## src/common/sadc_regs.vh

```
`ifndef SADC_REGS_VH
`define SADC_REGS_VH

// register byte offsets
`define SADC_CTRL_OFS 8'h00
`define SADC_STAT_OFS 8'h04
`define SADC_RSLT_OFS 8'h08

// control field positions and reset value
`define SADC_CTRL_CSS_BIT 0
`define SADC_CTRL_PWD_BIT 1
`define SADC_CTRL_FMT_BIT 2
`define SADC_CTRL_RST 3'h0

// status and result field positions
`define SADC_STAT_BUSY_BIT 0
`define SADC_STAT_READ_BIT 1
`define SADC_STAT_EMPTY_BIT 2
`define SADC_STAT_FULL_BIT 3
`define SADC_RSLT_VALID_BIT 16

// AXI responses
`define SADC_RESP_OKAY 2'h0
`define SADC_RESP_SLVERR 2'h2

// word layout
`define SADC_RES_W 12
`define SADC_WORD_W 16
`define SADC_BITS_PER_WORD 5'h10
`define SADC_MSB_FLIP 12'h800

// timing
`define SADC_MCLK_NS 10
`define SADC_TC1_NS 110
`define SADC_TD4_NS 270
`define SADC_TC1_CYC ((`SADC_TC1_NS + `SADC_MCLK_NS - 1) / `SADC_MCLK_NS)
`define SADC_HALF_CYC ((`SADC_TC1_CYC + 1) / 2)
`define SADC_TD4_CYC ((`SADC_TD4_NS + `SADC_MCLK_NS - 1) / `SADC_MCLK_NS)
`define SADC_CONV_CYC 300

`endif

```

## src/logic/sadc_ctrl.v

```verilog
// Function
// - select bit picks external or internal shift clock
// - internal mode sends result with 16 clock pulses
// - select low, convert fall starts a conversion
// - internal mode: same fall starts sending prior result
// - external mode read starts when select is low and convert is high
// - sync pulse only after clock seen outside read
// - power-down refuses conversion starts
// - power-down keeps last result readable
// - format bit picks straight binary or two's complement on the serial output
// - cascade input passes through to serial output
// - busy low from start until result loaded
// - select and convert ORed, last edge acts
// - after 16 bits, output shows cascade input, latched at burst start in internal mode
// - internal clock held low after its burst
//
// The AXI4-Lite register port and the placing of the registers were chosen for this implementation.
`timescale 1ns/100ps
`include "sadc_regs.vh"

module sadc_sync #(
  parameter W = 1
)
(
  input wire clk,
  input wire resetn,
  input wire [W-1:0] d,
  output reg [W-1:0] q
);
  reg [W-1:0] meta_ff;

  always @(posedge clk or negedge resetn)
  begin
    if (!resetn)
    begin
      meta_ff <= {W{1'b0}};
      q <= {W{1'b0}};
    end
    else
    begin
      meta_ff <= d;
      q <= meta_ff;
    end
  end
endmodule

module sadc_fifo #(
  parameter W = 12,
  parameter DEPTH = 8,
  parameter AW = 3
)
(
  input wire clk,
  input wire resetn,
  input wire in_valid,
  output wire in_ready,
  input wire [W-1:0] in_data,
  output wire out_valid,
  input wire out_ready,
  output wire [W-1:0] out_data
);
  reg [W-1:0] mem [0:DEPTH-1];
  reg [AW:0] wptr_ff;
  reg [AW:0] rptr_ff;
  wire empty = (wptr_ff == rptr_ff);
  wire full = (wptr_ff[AW] != rptr_ff[AW]) &&
    (wptr_ff[AW-1:0] == rptr_ff[AW-1:0]);

  assign in_ready = !full;
  assign out_valid = !empty;
  assign out_data = mem[rptr_ff[AW-1:0]];

  always @(posedge clk)
  begin
    if (in_valid && !full)
      mem[wptr_ff[AW-1:0]] <= in_data;
  end

  always @(posedge clk or negedge resetn)
  begin
    if (!resetn)
    begin
      wptr_ff <= {(AW+1){1'b0}};
      rptr_ff <= {(AW+1){1'b0}};
    end
    else
    begin
      if (in_valid && !full)
        wptr_ff <= wptr_ff + 1'b1;
      if (out_ready && !empty)
        rptr_ff <= rptr_ff + 1'b1;
    end
  end
endmodule

module sadc_ctrl #(
  parameter CONV_CYCLES = `SADC_CONV_CYC,
  parameter FIFO_DEPTH = 8,
  parameter FIFO_AW = 3
)
(
  input wire mclk,
  input wire resetn,
  input wire [7:0] s_axi_awaddr,
  input wire s_axi_awvalid,
  output reg s_axi_awready,
  input wire [31:0] s_axi_wdata,
  input wire [3:0] s_axi_wstrb,
  input wire s_axi_wvalid,
  output reg s_axi_wready,
  output reg [1:0] s_axi_bresp,
  output reg s_axi_bvalid,
  input wire s_axi_bready,
  input wire [7:0] s_axi_araddr,
  input wire s_axi_arvalid,
  output reg s_axi_arready,
  output reg [31:0] s_axi_rdata,
  output reg [1:0] s_axi_rresp,
  output reg s_axi_rvalid,
  input wire s_axi_rready,
  input wire read_convert,
  input wire dev_select_n,
  input wire cascade_in,
  input wire data_shift_clock_in,
  output reg data_shift_clock_out,
  output reg data_shift_clock_oe,
  output reg serial_data,
  output reg frame_sync,
  output reg busy_n,
  input wire [11:0] sar_code
);
  localparam ST_IDLE = 5'b00001;
  localparam ST_IWAIT = 5'b00010;
  localparam ST_IHI = 5'b00100;
  localparam ST_ILO = 5'b01000;
  localparam ST_XRD = 5'b10000;
  localparam integer CONV_LAST_I = CONV_CYCLES - 1;
  localparam integer TD4_I = `SADC_TD4_CYC;
  localparam integer HALF_I = `SADC_HALF_CYC;
  localparam [15:0] CONV_LAST = CONV_LAST_I[15:0];
  localparam [4:0] TD4 = TD4_I[4:0];
  localparam [4:0] HALF = HALF_I[4:0];

  reg [2:0] ctrl_ff;
  reg [4:0] st_ff;
  reg [4:0] tcnt_ff;
  reg [4:0] bitcnt_ff;
  reg [15:0] tx_sr_ff;
  reg [15:0] conv_cnt_ff;
  reg [11:0] result_ff;
  reg conv_busy_ff;
  reg push_ff;
  reg tag_lat_ff;
  reg seen_ff;
  reg sync_pend_ff;
  reg shown_ff;
  reg sel_n_d_ff;
  reg rd_sel_d_ff;
  reg dclk_d_ff;
  wire rc_s;
  wire cs_n_s;
  wire dclk_s;
  wire tag_s;
  wire fifo_in_ready;
  wire fifo_out_valid;
  wire [11:0] fifo_out_data;
  wire ext_mode = ctrl_ff[`SADC_CTRL_CSS_BIT];
  wire pwd = ctrl_ff[`SADC_CTRL_PWD_BIT];
  wire fmt_sb = ctrl_ff[`SADC_CTRL_FMT_BIT];

  // no gating on the raw pins: edges come only from the second flop
  sadc_sync #(.W(4)) u_sync (
    .clk(mclk),
    .resetn(resetn),
    .d({read_convert, dev_select_n, data_shift_clock_in, cascade_in}),
    .q({rc_s, cs_n_s, dclk_s, tag_s})
  );

  wire sel_n = cs_n_s | rc_s;
  wire conv_fall = sel_n_d_ff & !sel_n;
  wire rd_sel = !cs_n_s & rc_s;
  wire rd_rise = rd_sel & !rd_sel_d_ff;
  wire dclk_rise = dclk_s & !dclk_d_ff;
  // a full fifo stalls new conversions instead of losing results
  wire conv_go = conv_fall & !conv_busy_ff & !pwd & fifo_in_ready;
  // sign flip of the msb turns the offset code into two's complement
  wire [11:0] fmt_code = fmt_sb ? result_ff :
    (result_ff ^ `SADC_MSB_FLIP);
  wire [15:0] tx_word = {fmt_code, 4'h0};

  // AXI handshake decode
  wire wr_go = s_axi_awvalid & s_axi_wvalid & !s_axi_awready &
    !s_axi_bvalid;
  wire rd_go = s_axi_arvalid & !s_axi_arready & !s_axi_rvalid;
  wire fifo_pop = rd_go & (s_axi_araddr == `SADC_RSLT_OFS);

  sadc_fifo #(.W(`SADC_RES_W), .DEPTH(FIFO_DEPTH), .AW(FIFO_AW)) u_fifo (
    .clk(mclk),
    .resetn(resetn),
    .in_valid(push_ff),
    .in_ready(fifo_in_ready),
    .in_data(result_ff),
    .out_valid(fifo_out_valid),
    .out_ready(fifo_pop),
    .out_data(fifo_out_data)
  );

  always @(posedge mclk or negedge resetn)
  begin
    if (!resetn)
    begin
      s_axi_awready <= 1'b0;
      s_axi_wready <= 1'b0;
      s_axi_bvalid <= 1'b0;
      s_axi_bresp <= `SADC_RESP_OKAY;
      s_axi_arready <= 1'b0;
      s_axi_rvalid <= 1'b0;
      s_axi_rresp <= `SADC_RESP_OKAY;
      s_axi_rdata <= 32'h00000000;
      ctrl_ff <= `SADC_CTRL_RST;
    end
    else
    begin
      s_axi_awready <= wr_go;
      s_axi_wready <= wr_go;
      s_axi_arready <= rd_go;
      if (wr_go)
      begin
        if (s_axi_awaddr == `SADC_CTRL_OFS)
        begin
          s_axi_bresp <= `SADC_RESP_OKAY;
          if (s_axi_wstrb[0])
            ctrl_ff <= s_axi_wdata[2:0];
        end
        else if (s_axi_awaddr == `SADC_STAT_OFS ||
          s_axi_awaddr == `SADC_RSLT_OFS)
          s_axi_bresp <= `SADC_RESP_OKAY;
        else
          s_axi_bresp <= `SADC_RESP_SLVERR;
      end
      // answers only after the request handshake edge
      if (s_axi_awready)
        s_axi_bvalid <= 1'b1;
      else if (s_axi_bready)
        s_axi_bvalid <= 1'b0;
      if (rd_go)
      begin
        s_axi_rresp <= `SADC_RESP_OKAY;
        case (s_axi_araddr)
          `SADC_CTRL_OFS:
            s_axi_rdata <= {29'h00000000, ctrl_ff};
          `SADC_STAT_OFS:
            s_axi_rdata <= {28'h0000000, !fifo_in_ready, !fifo_out_valid,
              !st_ff[0], conv_busy_ff};
          `SADC_RSLT_OFS:
            s_axi_rdata <= {15'h0000, fifo_out_valid, 4'h0,
              fifo_out_data};
          default:
          begin
            s_axi_rdata <= 32'h00000000;
            s_axi_rresp <= `SADC_RESP_SLVERR;
          end
        endcase
      end
      if (s_axi_arready)
        s_axi_rvalid <= 1'b1;
      else if (s_axi_rready)
        s_axi_rvalid <= 1'b0;
    end
  end

  // conversion timer; power-down stops new starts, but a running conversion still loads its result
  always @(posedge mclk or negedge resetn)
  begin
    if (!resetn)
    begin
      conv_busy_ff <= 1'b0;
      conv_cnt_ff <= 16'h0000;
      result_ff <= 12'h000;
      push_ff <= 1'b0;
      busy_n <= 1'b1;
      // low: syncs reset low, a high here would fake a start
      sel_n_d_ff <= 1'b0;
      rd_sel_d_ff <= 1'b0;
      dclk_d_ff <= 1'b0;
    end
    else
    begin
      sel_n_d_ff <= sel_n;
      rd_sel_d_ff <= rd_sel;
      dclk_d_ff <= dclk_s;
      push_ff <= 1'b0;
      if (conv_go)
      begin
        conv_busy_ff <= 1'b1;
        conv_cnt_ff <= 16'h0000;
        busy_n <= 1'b0;
      end
      else if (conv_busy_ff)
      begin
        if (conv_cnt_ff == CONV_LAST)
        begin
          conv_busy_ff <= 1'b0;
          result_ff <= sar_code;
          push_ff <= 1'b1;
          busy_n <= 1'b1;
        end
        else
          conv_cnt_ff <= conv_cnt_ff + 16'h0001;
      end
    end
  end

  // serial readout, internal burst or external clocked read
  always @(posedge mclk or negedge resetn)
  begin
    if (!resetn)
    begin
      st_ff <= ST_IDLE;
      tcnt_ff <= 5'h00;
      bitcnt_ff <= 5'h00;
      tx_sr_ff <= 16'h0000;
      tag_lat_ff <= 1'b0;
      seen_ff <= 1'b0;
      sync_pend_ff <= 1'b0;
      shown_ff <= 1'b0;
      frame_sync <= 1'b0;
      serial_data <= 1'b0;
      data_shift_clock_out <= 1'b0;
      data_shift_clock_oe <= 1'b0;
    end
    else
    begin
      data_shift_clock_oe <= !ext_mode;
      serial_data <= shown_ff ? tx_sr_ff[15] : tag_lat_ff;
      case (st_ff)
        ST_IDLE:
        begin
          data_shift_clock_out <= 1'b0;
          frame_sync <= 1'b0;
          if (!ext_mode && conv_go)
          begin
            tx_sr_ff <= tx_word;
            tag_lat_ff <= tag_s;
            shown_ff <= 1'b1;
            tcnt_ff <= TD4;
            bitcnt_ff <= 5'h00;
            st_ff <= ST_IWAIT;
          end
          else if (ext_mode && rd_rise)
          begin
            tx_sr_ff <= tx_word;
            tag_lat_ff <= tag_s;
            shown_ff <= 1'b0;
            sync_pend_ff <= seen_ff;
            seen_ff <= 1'b0;
            st_ff <= ST_XRD;
          end
          else if (ext_mode && dclk_rise && !rd_sel)
            seen_ff <= 1'b1;
        end
        ST_IWAIT:
        begin
          if (tcnt_ff == 5'h00)
          begin
            data_shift_clock_out <= 1'b1;
            tcnt_ff <= HALF;
            st_ff <= ST_IHI;
          end
          else
            tcnt_ff <= tcnt_ff - 5'h01;
        end
        ST_IHI:
        begin
          if (tcnt_ff == 5'h00)
          begin
            // bit changes after the falling edge, valid on both edges
            data_shift_clock_out <= 1'b0;
            tx_sr_ff <= {tx_sr_ff[14:0], tag_lat_ff};
            bitcnt_ff <= bitcnt_ff + 5'h01;
            tcnt_ff <= HALF;
            if (bitcnt_ff == `SADC_BITS_PER_WORD - 5'h01)
              st_ff <= ST_IDLE;
            else
              st_ff <= ST_ILO;
          end
          else
            tcnt_ff <= tcnt_ff - 5'h01;
        end
        ST_ILO:
        begin
          if (tcnt_ff == 5'h00)
          begin
            data_shift_clock_out <= 1'b1;
            tcnt_ff <= HALF;
            st_ff <= ST_IHI;
          end
          else
            tcnt_ff <= tcnt_ff - 5'h01;
        end
        ST_XRD:
        begin
          data_shift_clock_out <= 1'b0;
          if (!rd_sel || !ext_mode)
          begin
            frame_sync <= 1'b0;
            st_ff <= ST_IDLE;
          end
          else if (dclk_rise)
          begin
            if (sync_pend_ff)
            begin
              frame_sync <= 1'b1;
              sync_pend_ff <= 1'b0;
            end
            else
            begin
              frame_sync <= 1'b0;
              if (!shown_ff)
                shown_ff <= 1'b1;
              else
                tx_sr_ff <= {tx_sr_ff[14:0], tag_s};
            end
          end
        end
        default:
          st_ff <= ST_IDLE;
      endcase
    end
  end
endmodule

```

## config.mk

```make
export PLATFORM = sky130hd
export DESIGN_NAME = sadc_ctrl
export DESIGN_NICKNAME = d
export VERILOG_FILES = /design/src/logic/sadc_ctrl.v
export VERILOG_INCLUDE_DIRS = /design/src /design/src/common
export SDC_FILE = /design/constraint.sdc
export NUM_CORES = 1
export LEC_CHECK = 0
export ABC_AREA = 1
export BUFFER_PORTS_ARGS = -buffer_cell sky130_fd_sc_hd__buf_4
export CAP_MARGIN = 10
export CORE_MARGIN = 8
export CORE_UTILIZATION = 35
export DETAILED_ROUTE_END_ITERATION = 8
export GPL_TIMING_DRIVEN = 0
export PLACE_DENSITY = 0.62
export SYNTH_ARGS = -nofsm -noshare
export SYNTH_HDL_FRONTEND = slang
export SYNTH_SLANG_ARGS = --single-unit
export TNS_END_PERCENT = 5
```

## constraint.sdc

```tcl
create_clock -name mclk -period 4.3 [get_ports mclk]
set_clock_uncertainty 0.05 [all_clocks]
set_input_delay 0.43 -clock mclk [delete_from_list [all_inputs] [get_ports mclk]]
set_output_delay 0.43 -clock mclk [all_outputs]
set_load 0.01 [all_outputs]
```

==> impl_metrics.json, run 1 <==
{
  "yosys-top-cells-area": "edfxtp_1 31%, dfrtp_1 29%, nand2_1 7.5%, o21ai_0 5.8%, nor2_1 4.2%",
  "required_ns": 4.37,
  "layout_commonest_cell": "nand2_1",
  "htreeDepth": 1,
  "synth-edff-count": 96,
  "die_x_um": 179,
  "remaining_drc_errors": 0,
  "ys_seq_elements": 207,
  "drtPass1Iterations": 5,
  "routed_wl_um": 22000,
  "layout_min_cycle_time_ns": 2.91,
  "drive_above_1_share_pct": 16.4,
  "ant_nets": 0,
  "synth_top_area_share_pct": 31.2,
  "p_clk_share_pct": 38.0,
  "area_growth_syn_to_layout_pct": 20.4,
  "power.static_leakage_nw": 5.01,
  "clk_path_buf_depth": 3,
  "cts-buffers-inserted": 24,
  "slew_viol_final": 0,
  "fin_crit_sh_pct": 67.7,
  "num_rows": 59,
  "rsz0062_at_grt": "no",
  "hp-class": "in -> reg",
  "finalSetupViolCount": 0,
  "cap_violations": 0,
  "outcome": "finished, final reports clean",
  "post-route-cell-area_um2": 11100,
  "p_comb_share_pct": 16.3,
  "grt_pass1_vias": 6806,
  "grt_max_degree": 71,
  "dp_hpwl_um": 15600,
  "ir_worst_vdd_v": 0.000286,
  "power_density_nw_per_um2": 460,
  "relSlewSlack_pct": 17.7,
  "ioPinCount": 121,
  "r2r_slack_ns": 1.39,
  "start_kind": "flop",
  "final_cell_mix": "184 x nand2_1, 109 x dfrtp_1, 107 x o21ai_0",
  "placed_area_um2": 10300,
  "p_sw_mw": 1.42,
  "numClockSinks": 207,
  "ys_seq_area_share_pct": 61.2,
  "path_clk_slew_ns": 0.06,
  "path_cells": "buf_2 > inv_2 > nand2_1 > nand2_1 > nand4_2 > nand2_1 > inv_1 > nand2_1 > nor2_1",
  "postCtsSetupBuffers": 0,
  "synthArstFlopShare_pct": 53.6,
  "num_antenna_cells": 0,
  "antenna_found_initial": 0,
  "syn_area_per_cell_um2": 9.99,
  "die_area_um2": 31900,
  "fin_setup_tns_ns": 0,
  "slowest_delay_ns": 0.94,
  "drt-vias-per-instance": 4.93,
  "seq_power_share_pct": 45.7,
  "die_h_um": 179,
  "numPortBuffers": 67,
  "core_region_area_um2": 26000,
  "synth_cell_types": 46,
  "nNetsFinal": 1131,
  "crit_type": "reg -> reg",
  "sw_frac_of_total_pct": 27.8,
  "start_util_pct": 35.6,
  "tightest_slew_ns": 1.23,
  "end_kind": "flop",
  "grt_pass1_wl_um": 35500,
  "fin_cells": 1401,
  "synth-main-ff-cell": "dfrtp_1",
  "crit_fanout": 12,
  "crit_top_cell": "nand2_1",
  "fmax_mhz": 343,
  "grt.total_usage_pct": 13.9,
  "place_congestion": 0.852,
  "clock_latency_ns": 0.51,
  "netlist_area_um2": 9250,
  "yosys.area.top_type": "edfxtp_1",
  "worstPathArrival_ns": 2.98,
  "cp_slowest_cell": "nor2_1",
  "finalHoldViolCount": 0,
  "yosys_warnings": 0,
  "p_int_mw": 3.70,
  "routedWlPerCell_um": 15.7,
  "cts_tree": "built",
  "detailedRoute.firstIterationViolations": 471,
  "grt_overflow": 0,
  "syn_inst": 926,
  "cts_root_buf": "clkbuf_16",
  "dp_cells": 1354,
  "num_vias": 6909
}
[cell usage after synthesis, drive strengths merged, types with 3 or more instances]
master / number
a21oi: 9
buf: 38
clkbuf: 16
dfrtp: 109
edfxtp: 96
ha: 6
inv: 77
nand2: 190
nand3: 53
nand4: 40
nor2: 110
nor3: 13
nor4: 3
o211ai: 8
o21a: 3
o21ai: 113
o221ai: 16
xnor2: 3
xor2: 7
[logic make-up (layout without fill, tap and decap cells)]
logic type | Yosys count | after routing | share of synthesized area, %
flops | 207 | 207 | 61.2
fa+ha+maj | 6 | 6 | 0.811
buf+inv | 131 | 251 | 6.63
xor+xnor | 10 | 10 | 0.947
other cells | 1 | 21 | 0.0405
mux | 1 | 1 | 0.122
compound gates | 156 | 156 | 9.62
simple gates | 414 | 414 | 20.6
[critical path: cells and delay by family (launching register included)]
family        cells  cell delay, ns
buf+inv           3            0.50
simple gates      6            1.59
flops             1            0.36
[worst paths after layout]
kind / from / end / depth (start not counted)
setup / recovery: u_fifo.rptr_ff[1] / u_fifo.mem[4][1] / 9
hold / removal: s_axi_bready / s_axi_bvalid / 2
setup reg to reg: u_fifo.rptr_ff[1] / u_fifo.mem[4][1] / 9
hold reg to reg: u_sync.meta_ff[0] / u_sync.q[0] / 0
max in group asynchronous: resetn / st_ff[0] / 3
min in group asynchronous: resetn / conv_cnt_ff[2] / 2
[power by group through the flow]
stage                     combinational, mW  sequential, mW  clock [mW]
after floorplan                       0.573            2.36           0
after detailed placement              0.840            2.37           0
after CTS                             0.847            2.34        2.00
after global routing                  0.954            2.36        2.08
after global placement                0.816            2.37           0
final                                 0.836            2.34        1.95
[timing repair]
| action | 4_1_cts | 5_1_grt |
|---|---|---|
| setup endpoints to repair | 0 | 0 |
| hold endpoints to repair | 44 | 0 |
| resized for setup | 0 | 0 |
| hold buffers | 5 | 0 |
[final cells by class]
type | count | area, µm²
Clock inverter | 11 | 123
Timing Repair Buffer | 78 | 629
Multi-Input combinational cell | 608 | 3050
Inverter | 77 | 289
Clock buffer | 31 | 637
Buffer | 54 | 324
Fill cell | 2535 | 14900
Tap cell | 335 | 419
Sequential cell | 207 | 5660
[stage by stage]
stage / worst slack [ns] / power, mW / hold WS, ns / utilization (%)
2_1_floorplan: 2.17 / 2.93 / 0.0844 / -
6_report: 1.39 / 5.12 / 0.0485 / 42.8
4_1_cts: 1.36 / 5.19 / 0.0296 / 42.8
3_5_place_dp: 1.40 / 3.21 / 0.286 / 39.7
5_1_grt: 1.20 / 5.39 / 0.0395 / 42.8
3_3_place_gp: 1.31 / 3.19 / 0.286 / 39.4
[sequential cells by signal (all words and copies together) (netlist names), 5 cells and up]
signal	cells
st_ff	5
tx_sr_ff	16
conv_cnt_ff	16
u_fifo.mem	96
tcnt_ff	5
bitcnt_ff	5
result_ff	12
s_axi_rdata	13
[layer usage]
metal	GRT usage [%]	vias up	share of wire (%)
met2	24.3	165	51
li1	-	3389	-
met1	17.4	3327	42
met4	3.75	0	1.8
met3	2.31	28	5.2
met5	0	-	0
No activity file was read; power rests on OpenSTA's default activity.
==> run 2, diff against run 1 <==
- ABC_AREA: 1 -> 0
- PLACE_DENSITY: 0.62 -> 0.64
- clock period: 4.3 -> 2.5 ns (I/O delays scaled with it)
==> run 2 against run 1 <==
- sequential share of layout area is 0.50 points higher
- sequential cell count stayed put
- clock power is 70% higher
- highest routed layer unchanged
- power rose by 73%
- count of clock-buffer cells in the layout did not move
- largest cell class unchanged
- wire length fell by 17%
- combinational power is 77% higher
- final cell count down 21%
==> impl_metrics.json, run 2 <==
{
  "min_to": "s_axi_bresp[1]",
  "syn_inst": 612,
  "start_kind": "flop",
  "cts_root_buf": "clkbuf_16",
  "fmax_mhz": 429,
  "area_growth_syn_to_layout_pct": 23.7,
  "num_vias": 5252,
  "worstRegToRegCells": 7,
  "yosys-top-cells-area": "edfxtp_1 32%, dfrtp_1 31%, mux4_2 6.1%, mux2_2 4.8%, xor2_1 2.3%",
  "dp_hpwl_um": 12300,
  "detailedRoute.firstIterationViolations": 330,
  "die_h_um": 176,
  "layout_min_cycle_time_ns": 2.33,
  "outcome": "finished, final reports clean",
  "whs_ns": 0.0147,
  "start_util_pct": 35.5,
  "grt_overflow": 0,
  "final_cell_mix": "109 x dfrtp_1, 96 x edfxtp_1, 92 x buf_4",
  "post-route-cell-area_um2": 11000,
  "p_total_mw": 8.89,
  "path_cells": "clkbuf_1 > and3_1 > clkbuf_1 > o211ai_4 > nand4b_4 > buf_6 > mux2_4",
  "synth_cell_types": 65,
  "worstPathArrival_ns": 2.66,
  "end_kind": "flop",
  "cp_slowest_cell": "dfstp_2",
  "routed_wl_um": 18300,
  "synth_top_area_share_pct": 32.3,
  "hold_start": "s_axi_awaddr[0]",
  "required_ns": 2.83,
  "power_density_nw_per_um2": 806,
  "setup_ws_ns": 0.168,
  "ant_nets": 0,
  "cts-buffers-inserted": 23,
  "die_area_um2": 30800,
  "r2r-start": "st_ff[0]",
  "r2r_slack_ns": 0.17,
  "yosysMostFrequentCell": "dfrtp_1",
  "remaining_drc_errors": 0,
  "syn_area_per_cell_um2": 14.6,
  "finalSetupViolCount": 0,
  "fin_crit_sh_pct": 93.3,
  "relSlewSlack_pct": 39.6,
  "synthArstFlopShare_pct": 53.6,
  "postCtsSetupBuffers": 0,
  "ys_seq_area_share_pct": 63.5,
  "grt_pass1_wl_um": 29600,
  "ir_worst_vdd_v": 0.000493,
  "cap_violations": 0,
  "power.static_leakage_nw": 4.49,
  "dp_cells": 1032,
  "yosys_warnings": 0,
  "synth_common_cells": "109 x dfrtp_1, 96 x edfxtp_1, 49 x nor2_1",
  "slew_viol_final": 0,
  "clk_path_buf_depth": 3,
  "slowest_delay_ns": 0.51,
  "whs_path_depth": 3,
  "netlist_area_um2": 8920,
  "routedWlPerCell_um": 16.6,
  "finalHoldViolCount": 0,
  "place_ws_ns": -0.297,
  "ys_seq_elements": 207,
  "drive_above_1_share_pct": 30.1,
  "path_clk_slew_ns": 0.06,
  "core_region_area_um2": 25100,
  "numClockSinks": 207,
  "crit_top_cell": "clkbuf_1",
  "grt_pass1_vias": 5443,
  "hp-class": "in -> reg",
  "synth-main-ff-cell": "dfrtp_1",
  "clock_latency_ns": 0.50,
  "fin_cells": 1101,
  "synth-edff-count": 96,
  "grt_max_degree": 69,
  "numPortBuffers": 66,
  "num_rows": 58,
  "tightest_slew_ns": 0.904,
  "htreeDepth": 1,
  "drt-vias-per-instance": 4.77,
  "crit_type": "reg -> reg",
  "ioPinCount": 121,
  "num_antenna_cells": 0,
  "crit_fanout": 10,
  "final_core_util_pct": 43.9,
  "fin_setup_tns_ns": 0,
  "die_x_um": 176,
  "placed_area_um2": 9970,
  "drtPass1Iterations": 4,
  "largest_register_ffs": 96,
  "rsz0062_at_grt": "no",
  "antenna_found_initial": 0,
  "grt.total_usage_pct": 11.9,
  "rr_endpoint": "tx_sr_ff[7]",
  "yosys.area.top_type": "edfxtp_1",
  "cts_tree": "built",
  "nNetsFinal": 835,
  "place_congestion": 0.794,
  "layout_commonest_cell": "dfrtp_1"
}
==> run 2: changes by cell type after synthesis, moves of 7 or more <==
cell | before | now
o21ai_0 | 107 | 15
nor2_1 | 103 | 49
xor2_1 | 7 | 23
nand2_1 | 184 | 28
mux2i_1 | 0 | 17
mux4_2 | 0 | 24
nand3_1 | 49 | 17
inv_1 | 71 | 15
nand4_1 | 39 | 8
o221ai_1 | 16 | 0
mux2_4 | 0 | 9
mux2_2 | 1 | 38
clkbuf_1 | 16 | 9
==> run 2: repair_timing <==
item,in CTS,in global routing
hold buffers,27,0
hold endpoints to repair,67,0
resized for setup,4,5
setup endpoints to repair,48,60
==> run 2: final cells by class <==
class,count,area (µm²)
timing repair buffer,97,827
inverter,16,60.1
clock inverter,11,108
buffer,44,293
clock buffer,31,646
tap,330,413
fill,2292,14100
sequential,207,5660
multi-input combinational,365,3020
==> run 2: report_power, final <==
part	switching, mW	total [mW]	internal [mW]
logic	0.699	1.48	0.781
registers	0.237	4.10	3.86
clock network	1.30	3.31	2.01
total	2.23	8.89	6.65
==> run 2: routing by layer <==
layer	GRT usage (%)	wire length, µm	share of wire [%]	up-vias
li1	-	-	-	2510
met1	15.7	8180	45	2620
met2	19.6	8970	49	96
met3	2.66	950	5.2	26
met4	2.76	218	1.2	0
met5	0	0	0	-
==> run 2: critical path, delay by kind of cell (launching register included) <==
family | cells | cell delay, ns
and+or+nand+nor | 2 | 0.40
muxes | 1 | 0.31
AOI/OAI and AO/OA | 1 | 0.17
DFF | 1 | 0.51
buffers and inverters | 3 | 0.75
==> run 2: how the worst max path moves through the flow <==
| stage | end | slack [ns] | startpoint |
|---|---|---|---|
| floorplan | u_fifo.mem[4][0] | 0.23 | u_fifo.rptr_ff[0] |
| global placement | u_fifo.mem[4][6] | -0.76 | u_fifo.rptr_ff[0] |
| detailed placement | u_fifo.mem[0][8] | -0.30 | u_fifo.rptr_ff[0] |
| CTS | u_fifo.mem[2][0] | 0.05 | u_fifo.rptr_ff[0] |
| global route | u_fifo.mem[2][2] | 0.003 | u_fifo.wptr_ff[0] |
| finish | tx_sr_ff[7] | 0.17 | st_ff[0] |
==> run 2: cells by family (layout without fill, tap and decap cells) <==
family          Yosys count  in the layout  synth area share (%)
compound gates           62             62                  4.36
buf+inv                  60            199                  3.94
simple gates            155            155                  9.65
other cells               1             21                0.0421
mux                      89             89                  14.4
flops                   207            207                  63.5
fa+ha+maj                 6              6                 0.842
xor+xnor                 32             32                  3.23
